**src/mrs_defines.svh**
```systemverilog
// offsets, codes, field positions and timing counts of the status slave
`ifndef MRS_DEFINES_SVH
`define MRS_DEFINES_SVH

`define MRS_CLK_HZ          200000000
`define MRS_BAUD            19200
`define MRS_GAP_MS          20
`define MRS_CMD_GAP_MS      50
`define MRS_BIT_CYCLES      (`MRS_CLK_HZ / `MRS_BAUD)
`define MRS_GAP_CYCLES      (`MRS_CLK_HZ / 1000 * `MRS_GAP_MS)

`define MRS_ADDR_DEFAULT    8'h01
`define MRS_FUNC_READ_HOLD  8'h03
`define MRS_REQ_LEN         4'h8
`define MRS_REPLY_OVERHEAD  8'h05
`define MRS_MAX_COUNT       16'h007D
`define MRS_CRC_INIT        16'hFFFF
`define MRS_CRC_POLY        16'hA001

`define MRS_TABLE_DEPTH     16
`define MRS_TABLE_USED      16'h000E
`define MRS_IDX_UNMAPPED    4'hF
`define MRS_REG_EPOCH_HIGH  4'h4
`define MRS_REG_EPOCH_LOW   4'h5
`define MRS_REG_FAULTS      4'h7
`define MRS_REG_HEALTH      4'h9
`define MRS_REG_SPEED       4'hA
`define MRS_REG_DIRECTION   4'hB
`define MRS_REG_CURRENT     4'hC
`define MRS_REG_BATTERY     4'hD

`define MRS_FAULT_CHARGE_BIT 1
`define MRS_FAULT_MOTOR_BIT  2
`define MRS_FAULT_OOR_BIT    3

`define MRS_HC_HEALTHY      16'h0000
`define MRS_HC_STALL        16'h0001
`define MRS_HC_SUPPLY36     16'h0002
`define MRS_HC_MOTOR_COMM   16'h0003
`define MRS_HC_CHARGE_COMM  16'h0004
`define MRS_HC_BATT_LIMIT   16'h0005
`define MRS_HC_HIGH_CURRENT 16'h0010
`define MRS_HC_LOW_BATTERY  16'h0020
`define MRS_HC_TEMP         16'h0030
`define MRS_HC_SUPPLY5      16'h0040
`define MRS_HC_GNSS_COMM    16'h0050
`define MRS_HC_ACQUIRING    16'h0100

`define MRS_DIR_STOPPED     2'h0
`define MRS_DIR_FORWARD     2'h1
`define MRS_DIR_REVERSE     2'h3

`endif

```
**src/mrs_pkg.sv**
```systemverilog
// types shared by the status slave files
`default_nettype none
package mrs_pkg;
  typedef enum logic [4:0] {
    SQ_RX    = 5'b00001,
    SQ_CHECK = 5'b00010,
    SQ_FETCH = 5'b00100,
    SQ_LOAD  = 5'b01000,
    SQ_SEND  = 5'b10000
  } mrs_seq_e;

  typedef enum logic [3:0] {
    RX_IDLE  = 4'b0001,
    RX_START = 4'b0010,
    RX_DATA  = 4'b0100,
    RX_STOP  = 4'b1000
  } mrs_rx_e;

  typedef struct packed {
    logic batt_limit;
    logic stall_recovery_sequence;
    logic supply36_oor;
    logic motor_comm_err;
    logic charge_comm_err;
    logic high_motor_current;
    logic temp_oor;
    logic supply5_oor;
    logic gnss_comm_err;
    logic acquiring_gnss;
    logic low_battery;
    logic out_of_range_fault;
  } mrs_cond_s;

  typedef struct packed {
    logic [15:0] speed_centi_rpm;
    logic [1:0]  direction;
    logic [15:0] current_ma;
  } mrs_motor_s;
endpackage
`default_nettype wire

```
**src/mrs_reg_table.sv**
```systemverilog
// holding register snapshot memory with registered read port
`default_nettype none
module mrs_reg_table #(
  parameter int DEPTH = 16,
  parameter int W     = 16
)(
  input  wire logic                     mclk,
  input  wire logic                     rst,
  input  wire logic                     wr_en,
  input  wire logic [$clog2(DEPTH)-1:0] wr_addr,
  input  wire logic [W-1:0]             wr_data,
  input  wire logic [$clog2(DEPTH)-1:0] rd_addr,
  output logic      [W-1:0]             rd_data
);
  logic [W-1:0] mem [DEPTH];
  logic [W-1:0] next_rd_data;

  always_comb begin
    next_rd_data = mem[rd_addr];
  end

  always_ff @(posedge mclk) begin
    if (wr_en) begin
      mem[wr_addr] <= wr_data;
    end
    if (rst) begin
      rd_data <= '0;
    end else begin
      rd_data <= next_rd_data;
    end
  end
endmodule
`default_nettype wire

```
**src/mrs_status_slave.sv**
```systemverilog
// serial read-holding-register slave reporting controller status
`include "mrs_defines.svh"
`default_nettype none
// Summary of operation
// - serial 19200 baud, 8 data bits, 1 stop, no parity, no flow control
// - slave implements function 3, read holding registers
// - a well formed read request gets a reply with register contents
// - reply: address, function 3, byte count, two bytes per register, crc
// - slave address is a stored default that can be reloaded in the field
// - register addresses are zero based, first entry at 0
// - registers 4 and 5 give epoch seconds high and low halves
// - epoch value is loaded from the positioning receiver
// - register 7 reads 0 when healthy, nonzero on a charge comm, motor comm or out of range fault
// - lost subsystem flagged in status, last values kept
// - register 9 normal codes 0, 32, 1 and 256
// - register 9 red codes 2, 3, 4 and 5
// - register 9 yellow codes 16, 48, 64 and 80
// - register 10 is motor speed in hundredths of rpm
// - register 11 direction: 0 stopped, 1 forward, 3 reverse
// - status bit 1 charge comm, bit 2 motor comm, bit 3 analog range
// - register 12 motor current in mA, 13 battery in tenths of volts
module mrs_status_slave import mrs_pkg::*; #(
  parameter int         BIT_CYCLES   = `MRS_BIT_CYCLES,
  parameter int         GAP_CYCLES   = `MRS_GAP_CYCLES,
  parameter logic [7:0] ADDR_DEFAULT = `MRS_ADDR_DEFAULT
)(
  input  wire logic        mclk,
  input  wire logic        rst,
  input  wire logic        rxd,
  output logic             txd,
  output logic             tx_enable,
  input  wire logic        addr_load,
  input  wire logic [7:0]  addr_value,
  output logic      [7:0]  slave_addr,
  input  wire logic [31:0] epoch_seconds,
  input  wire logic        epoch_valid,
  input  wire mrs_motor_s  motor,
  input  wire logic        motor_valid,
  input  wire logic [15:0] battery_dv,
  input  wire logic        charge_valid,
  input  wire mrs_cond_s   cond
);
  localparam int BW = $clog2(BIT_CYCLES + 1);
  localparam int GW = $clog2(GAP_CYCLES + 1);
  localparam int AW = $clog2(`MRS_TABLE_DEPTH);

  function automatic logic [15:0] crc_step(input logic [15:0] c, input logic [7:0] b);
    logic [15:0] r;
    r = c ^ {8'h00, b};
    for (int i = 0; i < 8; i++) begin
      r = r[0] ? ((r >> 1) ^ `MRS_CRC_POLY) : (r >> 1);
    end
    return r;
  endfunction

  // single code for the most urgent condition: battery limit, stall, other red, yellow, then normal
  function automatic logic [15:0] health_code(input mrs_cond_s c);
    if (c.batt_limit)                   return `MRS_HC_BATT_LIMIT;
    else if (c.stall_recovery_sequence) return `MRS_HC_STALL;
    else if (c.supply36_oor)            return `MRS_HC_SUPPLY36;
    else if (c.motor_comm_err)          return `MRS_HC_MOTOR_COMM;
    else if (c.charge_comm_err)         return `MRS_HC_CHARGE_COMM;
    else if (c.high_motor_current)      return `MRS_HC_HIGH_CURRENT;
    else if (c.temp_oor)                return `MRS_HC_TEMP;
    else if (c.supply5_oor)             return `MRS_HC_SUPPLY5;
    else if (c.gnss_comm_err)           return `MRS_HC_GNSS_COMM;
    else if (c.acquiring_gnss)          return `MRS_HC_ACQUIRING;
    else if (c.low_battery)             return `MRS_HC_LOW_BATTERY;
    else                                return `MRS_HC_HEALTHY;
  endfunction

  // ---- held subsystem values and table refresh
  logic [31:0] epoch;
  logic [31:0] next_epoch;
  mrs_motor_s  mot;
  mrs_motor_s  next_mot;
  logic [15:0] batt;
  logic [15:0] next_batt;
  logic [7:0]  next_slave_addr;
  logic [AW-1:0] ref_idx;
  logic [AW-1:0] next_ref_idx;
  logic [15:0] faults;
  logic [15:0] ref_word;

  always_comb begin
    next_epoch = epoch_valid ? epoch_seconds : epoch;
    next_mot = motor_valid ? motor : mot;
    next_batt = charge_valid ? battery_dv : batt;
    next_slave_addr = addr_load ? addr_value : slave_addr;
    next_ref_idx = ref_idx + 1'b1;
    faults = '0;
    faults[`MRS_FAULT_CHARGE_BIT] = cond.charge_comm_err;
    faults[`MRS_FAULT_MOTOR_BIT] = cond.motor_comm_err;
    faults[`MRS_FAULT_OOR_BIT] = cond.out_of_range_fault;
    case (ref_idx)
      `MRS_REG_EPOCH_HIGH: ref_word = epoch[31:16];
      `MRS_REG_EPOCH_LOW:  ref_word = epoch[15:0];
      `MRS_REG_FAULTS:     ref_word = faults;
      `MRS_REG_HEALTH:     ref_word = health_code(cond);
      `MRS_REG_SPEED:      ref_word = mot.speed_centi_rpm;
      `MRS_REG_DIRECTION:  ref_word = {14'h0000, mot.direction};
      `MRS_REG_CURRENT:    ref_word = mot.current_ma;
      `MRS_REG_BATTERY:    ref_word = batt;
      default:             ref_word = 16'h0000;
    endcase
  end

  always_ff @(posedge mclk) begin
    if (rst) begin
      epoch <= '0;
      mot <= '0;
      batt <= '0;
      slave_addr <= ADDR_DEFAULT;
      ref_idx <= '0;
    end else begin
      epoch <= next_epoch;
      mot <= next_mot;
      batt <= next_batt;
      slave_addr <= next_slave_addr;
      ref_idx <= next_ref_idx;
    end
  end

  // ---- receiver: samples mid-bit, one byte strobe per good stop bit
  mrs_rx_e     rx_st;
  mrs_rx_e     next_rx_st;
  logic [BW-1:0] rx_cnt;
  logic [BW-1:0] next_rx_cnt;
  logic [2:0]  rx_bit;
  logic [2:0]  next_rx_bit;
  logic [7:0]  rx_sh;
  logic [7:0]  next_rx_sh;
  logic        rx_stb;
  logic        next_rx_stb;
  logic        rx_ferr;
  logic        next_rx_ferr;
  logic [GW-1:0] gap_cnt;
  logic [GW-1:0] next_gap_cnt;
  logic        gap_hit;

  always_comb begin
    next_rx_st = rx_st;
    next_rx_cnt = rx_cnt + 1'b1;
    next_rx_bit = rx_bit;
    next_rx_sh = rx_sh;
    next_rx_stb = 1'b0;
    next_rx_ferr = 1'b0;
    case (rx_st)
      RX_IDLE: begin
        next_rx_cnt = '0;
        if (!rxd) begin
          next_rx_st = RX_START;
        end
      end
      RX_START: begin
        if (rx_cnt == BW'(BIT_CYCLES / 2)) begin
          next_rx_cnt = '0;
          next_rx_bit = '0;
          next_rx_st = rxd ? RX_IDLE : RX_DATA;
        end
      end
      RX_DATA: begin
        if (rx_cnt == BW'(BIT_CYCLES - 1)) begin
          next_rx_cnt = '0;
          next_rx_sh = {rxd, rx_sh[7:1]};
          next_rx_bit = rx_bit + 1'b1;
          if (rx_bit == 3'h7) begin
            next_rx_st = RX_STOP;
          end
        end
      end
      RX_STOP: begin
        if (rx_cnt == BW'(BIT_CYCLES - 1)) begin
          next_rx_st = RX_IDLE;
          next_rx_stb = rxd;
          next_rx_ferr = !rxd;
        end
      end
      default: next_rx_st = RX_IDLE;
    endcase
    // idle time counts only while the line rests high between characters
    if (rx_st != RX_IDLE || !rxd) begin
      next_gap_cnt = '0;
    end else if (gap_hit) begin
      next_gap_cnt = gap_cnt;
    end else begin
      next_gap_cnt = gap_cnt + 1'b1;
    end
  end

  assign gap_hit = (gap_cnt == GW'(GAP_CYCLES));

  always_ff @(posedge mclk) begin
    if (rst) begin
      rx_st <= RX_IDLE;
      rx_cnt <= '0;
      rx_bit <= '0;
      rx_sh <= '0;
      rx_stb <= 1'b0;
      rx_ferr <= 1'b0;
      gap_cnt <= '0;
    end else begin
      rx_st <= next_rx_st;
      rx_cnt <= next_rx_cnt;
      rx_bit <= next_rx_bit;
      rx_sh <= next_rx_sh;
      rx_stb <= next_rx_stb;
      rx_ferr <= next_rx_ferr;
      gap_cnt <= next_gap_cnt;
    end
  end

  // ---- frame check and reply sequencer
  mrs_seq_e    seq;
  mrs_seq_e    next_seq;
  logic [7:0]  frm [6];
  logic [7:0]  next_frm [6];
  logic [3:0]  frm_len;
  logic [3:0]  next_frm_len;
  logic        frm_bad;
  logic        next_frm_bad;
  logic [15:0] rx_crc;
  logic [15:0] next_rx_crc;
  logic [7:0]  tx_idx;
  logic [7:0]  next_tx_idx;
  logic [7:0]  tx_total;
  logic [7:0]  next_tx_total;
  logic [15:0] tx_crc;
  logic [15:0] next_tx_crc;
  logic [9:0]  tx_sh;
  logic [9:0]  next_tx_sh;
  logic [3:0]  tx_bit;
  logic [3:0]  next_tx_bit;
  logic [BW-1:0] tx_cnt;
  logic [BW-1:0] next_tx_cnt;
  logic [15:0] req_start;
  logic [15:0] req_count;
  logic        req_ok;
  logic [7:0]  widx;
  logic [15:0] word_addr;
  logic [AW-1:0] rd_addr;
  logic [15:0] rd_data;
  logic [7:0]  tx_byte;

  assign req_start = {frm[2], frm[3]};
  assign req_count = {frm[4], frm[5]};
  // residue of zero over all eight bytes means the crc matched
  assign req_ok = frm_len == `MRS_REQ_LEN && !frm_bad && rx_crc == 16'h0000
                  && frm[0] == slave_addr
                  && frm[1] == `MRS_FUNC_READ_HOLD
                  && req_count != 16'h0000 && req_count <= `MRS_MAX_COUNT;
  assign widx = tx_idx - 8'h03;
  assign word_addr = req_start + {9'h000, widx[7:1]};
  assign rd_addr = (word_addr < `MRS_TABLE_USED) ? word_addr[AW-1:0] : `MRS_IDX_UNMAPPED;

  always_comb begin
    if (tx_idx == 8'h00) begin
      tx_byte = slave_addr;
    end else if (tx_idx == 8'h01) begin
      tx_byte = `MRS_FUNC_READ_HOLD;
    end else if (tx_idx == 8'h02) begin
      tx_byte = tx_total - `MRS_REPLY_OVERHEAD;
    end else if (tx_idx == tx_total - 8'h02) begin
      tx_byte = tx_crc[7:0];
    end else if (tx_idx == tx_total - 8'h01) begin
      tx_byte = tx_crc[15:8];
    end else begin
      tx_byte = widx[0] ? rd_data[7:0] : rd_data[15:8];
    end
  end

  always_comb begin
    next_seq = seq;
    next_frm = frm;
    next_frm_len = frm_len;
    next_frm_bad = frm_bad;
    next_rx_crc = rx_crc;
    next_tx_idx = tx_idx;
    next_tx_total = tx_total;
    next_tx_crc = tx_crc;
    next_tx_sh = tx_sh;
    next_tx_bit = tx_bit;
    next_tx_cnt = tx_cnt;
    case (seq)
      SQ_RX: begin
        if (rx_stb) begin
          if (frm_len < 4'h6) begin
            next_frm[frm_len[2:0]] = rx_sh;
          end
          if (frm_len == `MRS_REQ_LEN) begin
            next_frm_bad = 1'b1;
          end else begin
            next_frm_len = frm_len + 1'b1;
          end
          next_rx_crc = crc_step(rx_crc, rx_sh);
        end
        if (rx_ferr) begin
          next_frm_bad = 1'b1;
        end
        if (gap_hit && frm_len != 4'h0) begin
          next_seq = SQ_CHECK;
        end
      end
      SQ_CHECK: begin
        next_frm_len = '0;
        next_frm_bad = 1'b0;
        next_rx_crc = `MRS_CRC_INIT;
        next_tx_idx = '0;
        next_tx_crc = `MRS_CRC_INIT;
        next_tx_total = `MRS_REPLY_OVERHEAD + {req_count[6:0], 1'b0};
        next_seq = req_ok ? SQ_FETCH : SQ_RX;
      end
      SQ_FETCH: next_seq = SQ_LOAD;
      SQ_LOAD: begin
        next_tx_sh = {1'b1, tx_byte, 1'b0};
        next_tx_bit = '0;
        next_tx_cnt = '0;
        if (tx_idx < tx_total - 8'h02) begin
          next_tx_crc = crc_step(tx_crc, tx_byte);
        end
        next_seq = SQ_SEND;
      end
      SQ_SEND: begin
        next_tx_cnt = tx_cnt + 1'b1;
        if (tx_cnt == BW'(BIT_CYCLES - 1)) begin
          next_tx_cnt = '0;
          next_tx_sh = {1'b1, tx_sh[9:1]};
          next_tx_bit = tx_bit + 1'b1;
          if (tx_bit == 4'h9) begin
            next_tx_idx = tx_idx + 1'b1;
            next_seq = (tx_idx == tx_total - 8'h01) ? SQ_RX : SQ_FETCH;
          end
        end
      end
      default: next_seq = SQ_RX;
    endcase
    // half duplex: anything heard while replying is thrown away
    if (seq != SQ_RX && seq != SQ_CHECK) begin
      next_frm_len = '0;
      next_frm_bad = 1'b0;
      next_rx_crc = `MRS_CRC_INIT;
    end
  end

  always_ff @(posedge mclk) begin
    if (rst) begin
      seq <= SQ_RX;
      for (int i = 0; i < 6; i++) begin
        frm[i] <= '0;
      end
      frm_len <= '0;
      frm_bad <= 1'b0;
      rx_crc <= `MRS_CRC_INIT;
      tx_idx <= '0;
      tx_total <= '0;
      tx_crc <= `MRS_CRC_INIT;
      tx_sh <= '1;
      tx_bit <= '0;
      tx_cnt <= '0;
    end else begin
      seq <= next_seq;
      frm <= next_frm;
      frm_len <= next_frm_len;
      frm_bad <= next_frm_bad;
      rx_crc <= next_rx_crc;
      tx_idx <= next_tx_idx;
      tx_total <= next_tx_total;
      tx_crc <= next_tx_crc;
      tx_sh <= next_tx_sh;
      tx_bit <= next_tx_bit;
      tx_cnt <= next_tx_cnt;
    end
  end

  assign txd = tx_sh[0];
  // driver stays on across the fetch gap so the line never floats mid-reply
  assign tx_enable = (seq == SQ_LOAD) || (seq == SQ_SEND)
                     || (seq == SQ_FETCH && tx_idx != 8'h00);

  mrs_reg_table #(
    .DEPTH (`MRS_TABLE_DEPTH),
    .W     (16)
  ) u_table (
    .mclk    (mclk),
    .rst     (rst),
    .wr_en   (1'b1),
    .wr_addr (ref_idx),
    .wr_data (ref_word),
    .rd_addr (rd_addr),
    .rd_data (rd_data)
  );
endmodule
`default_nettype wire

```
**config.mk**
```make
export PLATFORM = sky130hd
export DESIGN_NAME = mrs_status_slave
export DESIGN_NICKNAME = d
export VERILOG_FILES = /design/src/mrs_pkg.sv /design/src/mrs_reg_table.sv /design/src/mrs_status_slave.sv
export VERILOG_INCLUDE_DIRS = /design/src
export SDC_FILE = /design/constraint.sdc
export NUM_CORES = 1
export LEC_CHECK = 0
export BUFFER_PORTS_ARGS = -buffer_cell sky130_fd_sc_hd__buf_4
export CAP_MARGIN = 30
export CORE_AREA = 4 4 226 228
export CTS_CLUSTER_SIZE = 30
export DETAILED_ROUTE_END_ITERATION = 16
export DIE_AREA = 0 0 230 232
export GPL_TIMING_DRIVEN = 0
export MAX_ROUTING_LAYER = met4
export PLACE_DENSITY = 0.67
export SLEW_MARGIN = 20
export SYNTH_ARGS = -nofsm -noshare
export SYNTH_HDL_FRONTEND = slang
export SYNTH_SLANG_ARGS = --single-unit
```
**constraint.sdc**
```tcl
create_clock -name mclk -period 5.7 [get_ports mclk]
set_input_delay 0.285 -clock mclk [delete_from_list [all_inputs] [get_ports mclk]]
set_output_delay 0.285 -clock mclk [all_outputs]
set_load 0.01 [all_outputs]
```
==> results.md <==
* Outcome: complete, no violations
* Initial Util at 0.497
* Routed WL at 66,100 um
* Fmax at 184 MHz
* Most numerous cell in the Yosys netlist: nor2_1
* Die Area at 0.0534 mm^2
* Highest routed metal layer: met4
* Worst setup EP type: flip-flop
* Maximum vdd drop at 0.246 mV
* Sw frac at 0.218
* FF-to-FF path depth at 16
* Antenna-violating nets left at 0
* Period Utilization, post-route at 0.951
* Fill count at 3,940
* Post-synth net total at 2,304
* Starting DRT DRC Count at 1,361
* Core area at 0.0488 mm^2
* Yosys reg bits at 552
* Syn. warnings at 0
* CTS Buffer Depth at 3
* Clock latency on the worst-skew pair at 0.63 ns
* Die width at 230 um
* Post-synth top area share at 0.317
* Nets at 2,578
* Max FO, Critical Path at 10
* Metal-1 WL at 27,600 um
* Hold_sp: epoch_valid
* Die height at 232 um
* Largest net degree at the start of global routing at 26
* HPWL Detailed at 45,800 um
* I/O pin count at 119
* Total power at 0.00831 W
* CP Class: flip-flop to flip-flop
* Worst r2r src: tx_idx[0]
* DR WL/cell at 21.0 um
* Worst Tran Pin Value at 1.04 ns
* Area Overhead vs Synth at 19.1%
* Max-cap viol count at 0
* Cell area after synthesis at 0.0243 mm^2
* Minimum clock period at 5.42 ns
* Slew headroom at 0.304
* Htree depth at 2
* Antenna violations before repair at 1
* Via/cell ratio at 5.78
* Sequential share of the synthesized area at 0.561
* Pre-Repair DR Iteration Count at 6
* Cts bufs inserted at 55
* Port bufs at 113
* Final Hold Viols at 0
* Synth Flop Type: dfxtp_1
* Flop2flop setup slack at 0.28 ns
* Post-synth EDFFs at 256
* Overflow after GRT at 0
* Worst Setup Start Kind: flip-flop
* Max Slew Vio Count at 0
* Gpl congestion at 0.909
* Vias at 18,167
* Sequential power share at 0.512
* Number of setup violations in the final report at 0
* CTS Root Cell: clkbuf_16
* Leakage at 10.6 nW
* Final Util at 0.592
* Async S/R FF share, synth at 0
* Synth cell count leaders: 315 x nor2_1, 296 x dfxtp_1, 256 x edfxtp_1
* Ranking of synthesized cells by area: edfxtp_1 32%, dfxtp_1 24%, mux2i_1 6.7%
* WHS Endpoint: epoch[1]
* Combinational group share of total power at 0.051
* Reg2reg end: u_table.rd_data[8]
* First-pass GRT wire length at 102,000 um
* WL met3 at 3850 um
* Cell taking the most area after synthesis: edfxtp_1
* Post-Syn Instances at 2,154
* Worst Path Arrival at 5.86 ns
* Required time worst endpoint at 6.14 ns
* # clock sinks at 552
* Worst-path clk slew at 0.06 ns
* Share of layout cells above drive strength 1 at 0.133
* Clk pwr share at 0.436
* Sum Neg Setup Slack at 0 ns
* P_sw at 0.00182 W
* Syn Area/Cell at 11.3 um^2
* Netlist cell types at 76
* Worst hold path depth at 3
* Number of global-route vias before repair at 17,773
* CTS tree: built
* Hold Path Class: input port to flip-flop
* Layout Skew at 0.0286 ns
* RSZ-0062 raised after global routing: no
* Int Pwr at 0.00649 W
* GRT Total Usage at 0.249
* DRC viols at 0
* Pwr Density at 287 mW/mm^2
* # rows at 81
* Wire length on met2 at 32,500 um
* Setup bufs post-CTS at 0
==> power groups by stage <==
| stage | clock network [W] | registers (W) | logic [W] |
|---|---|---|---|
| after floorplan | 0 | 0.00432 | 0.000208 |
| after global placement | 0 | 0.00433 | 0.000358 |
| after detailed placement | 0 | 0.00434 | 0.000365 |
| after CTS | 0.00370 | 0.00425 | 0.000418 |
| after global routing | 0.00387 | 0.00426 | 0.000458 |
| final | 0.00362 | 0.00426 | 0.000427 |
==> placed cells by master (no fill, tap or decap), types with 7 or more instances in the layout <==
cell type / Yosys / final
nor2_1: 315 / 315
dfxtp_1: 296 / 296
edfxtp_1: 256 / 256
mux2i_1: 162 / 162
clkbuf_1: 111 / 122
buf_4: 0 / 116
nand2_1: 97 / 97
a21oi_1: 94 / 94
dlygate4sd3_1: 0 / 91
o22ai_1: 69 / 69
xor2_1: 61 / 61
clkbuf_16: 0 / 56
o21ai_0: 53 / 53
xnor2_1: 52 / 52
nand3_1: 49 / 49
ha_1: 40 / 40
mux2_2: 39 / 39
inv_1: 36 / 36
a22oi_1: 32 / 32
mux4_2: 32 / 32
nor3_1: 33 / 30
and3_1: 25 / 25
or2_2: 23 / 23
a221oi_1: 19 / 19
and2_1: 17 / 17
nand4_1: 17 / 17
nand2b_1: 16 / 16
a221o_1: 16 / 16
nor2b_1: 15 / 15
nor4_1: 17 / 15
or3_1: 14 / 14
a211oi_1: 14 / 14
o211ai_1: 13 / 13
clkinv_1: 0 / 9
buf_2: 6 / 8
buf_1: 9 / 8
nor4b_1: 8 / 8
nand3b_1: 7 / 7
==> flip-flops by register name, summed over array words and instances, names as in the netlist, 9 cells and up <==
| name | flops |
|---|---|
| frm | 48 |
| u_table.rd_data | 16 |
| gap_cnt | 22 |
| rx_cnt | 14 |
| tx_cnt | 14 |
| tx_crc | 16 |
| mot | 34 |
| tx_sh | 9 |
| epoch | 32 |
| rx_crc | 16 |
| batt | 16 |
| u_table.mem | 256 |
==> routing by layer <==
layer / global-route usage / up-vias
met1: 0.316 / 8891
met4: 0.0803 / 0
met3: 0.0342 / 160
met2: 0.417 / 654
met5: - / -
li1: - / 8462
==> through the flow <==
| stage | instance area (um^2) | setup WS (ns) | hold WS (ns) | std cells |
|---|---|---|---|---|
| 4_1_cts | 28800 | 0.266 | 0.0288 | 3134 |
| 2_1_floorplan | 24300 | 1.76 | 0.357 | 2154 |
| 6_report | 28900 | 0.279 | 0.0755 | 3141 |
| 5_1_grt | 28900 | 0.00609 | 0.0961 | 3139 |
| 3_5_place_dp | 26100 | 0.258 | 0.455 | 2939 |
| 3_3_place_gp | 25900 | 0.356 | 0.445 | 2931 |
==> cell type report <==
type / instances / area, um^2 / share of cell area
Sequential cell: 552 / 13600 / 0.471
Multi-Input combinational cell: 1437 / 10000 / 0.347
Timing Repair Buffer: 217 / 1940 / 0.0670
Clock buffer: 79 / 1550 / 0.0535
Tap cell: 664 / 831 / 0.0287
Buffer: 129 / 528 / 0.0183
Clock inverter: 25 / 278 / 0.00961
Inverter: 36 / 135 / 0.00467
Antenna cell: 2 / 5.00 / 0.000173
==> what timing repair did <==
item                       4_1_cts  5_1_grt
gates resized for setup          0        4
setup endpoints to repair        0        5
hold endpoints to repair        94        0
hold buffers                    91        0
==> critical path, cell delays in order (launching register included) <==
cell and delay [ns]:
dfxtp_1 0.46, buf_1 0.48, inv_1 0.22, ha_1 0.37, ha_1 0.23, fa_1 0.41, a21o_1 0.17, a21oi_1 0.24
o21bai_1 0.09, a21oi_1 0.21, a22oi_1 0.13, nor3_1 0.37, nand2_1 0.20, a21oi_1 0.38, clkbuf_1 0.48, o22ai_1 0.17
a221oi_1 0.65
==> worst max path at each step <==
stage	startpoint	endpoint	slack, ns	cells past startpoint
floorplan	tx_total[4]	tx_crc[0]	1.76	16
global placement	tx_idx[0]	u_table.rd_data[9]	0.36	12
detailed placement	tx_idx[0]	u_table.rd_data[8]	0.26	12
CTS	tx_idx[0]	u_table.rd_data[8]	0.27	12
global route	tx_idx[0]	u_table.rd_data[10]	0.006	16
finish	tx_idx[0]	u_table.rd_data[8]	0.28	16
==> cell families (layout without fill, tap and decap cells) <==
| logic type | Yosys count | after routing | synth area share |
|---|---|---|---|
| AO/OA/AOI/OAI | 367 | 367 | 0.100 |
| XOR/XNOR | 116 | 116 | 0.0436 |
| adder cells (fa/ha/maj) | 41 | 41 | 0.0214 |
| buffers and inverters | 165 | 486 | 0.0268 |
| flip-flops | 552 | 552 | 0.561 |
| multiplexers | 233 | 233 | 0.115 |
| other | 0 | 2 | 0 |
| AND/OR/NAND/NOR | 680 | 680 | 0.133 |
(Power assumes the default switching activity.)
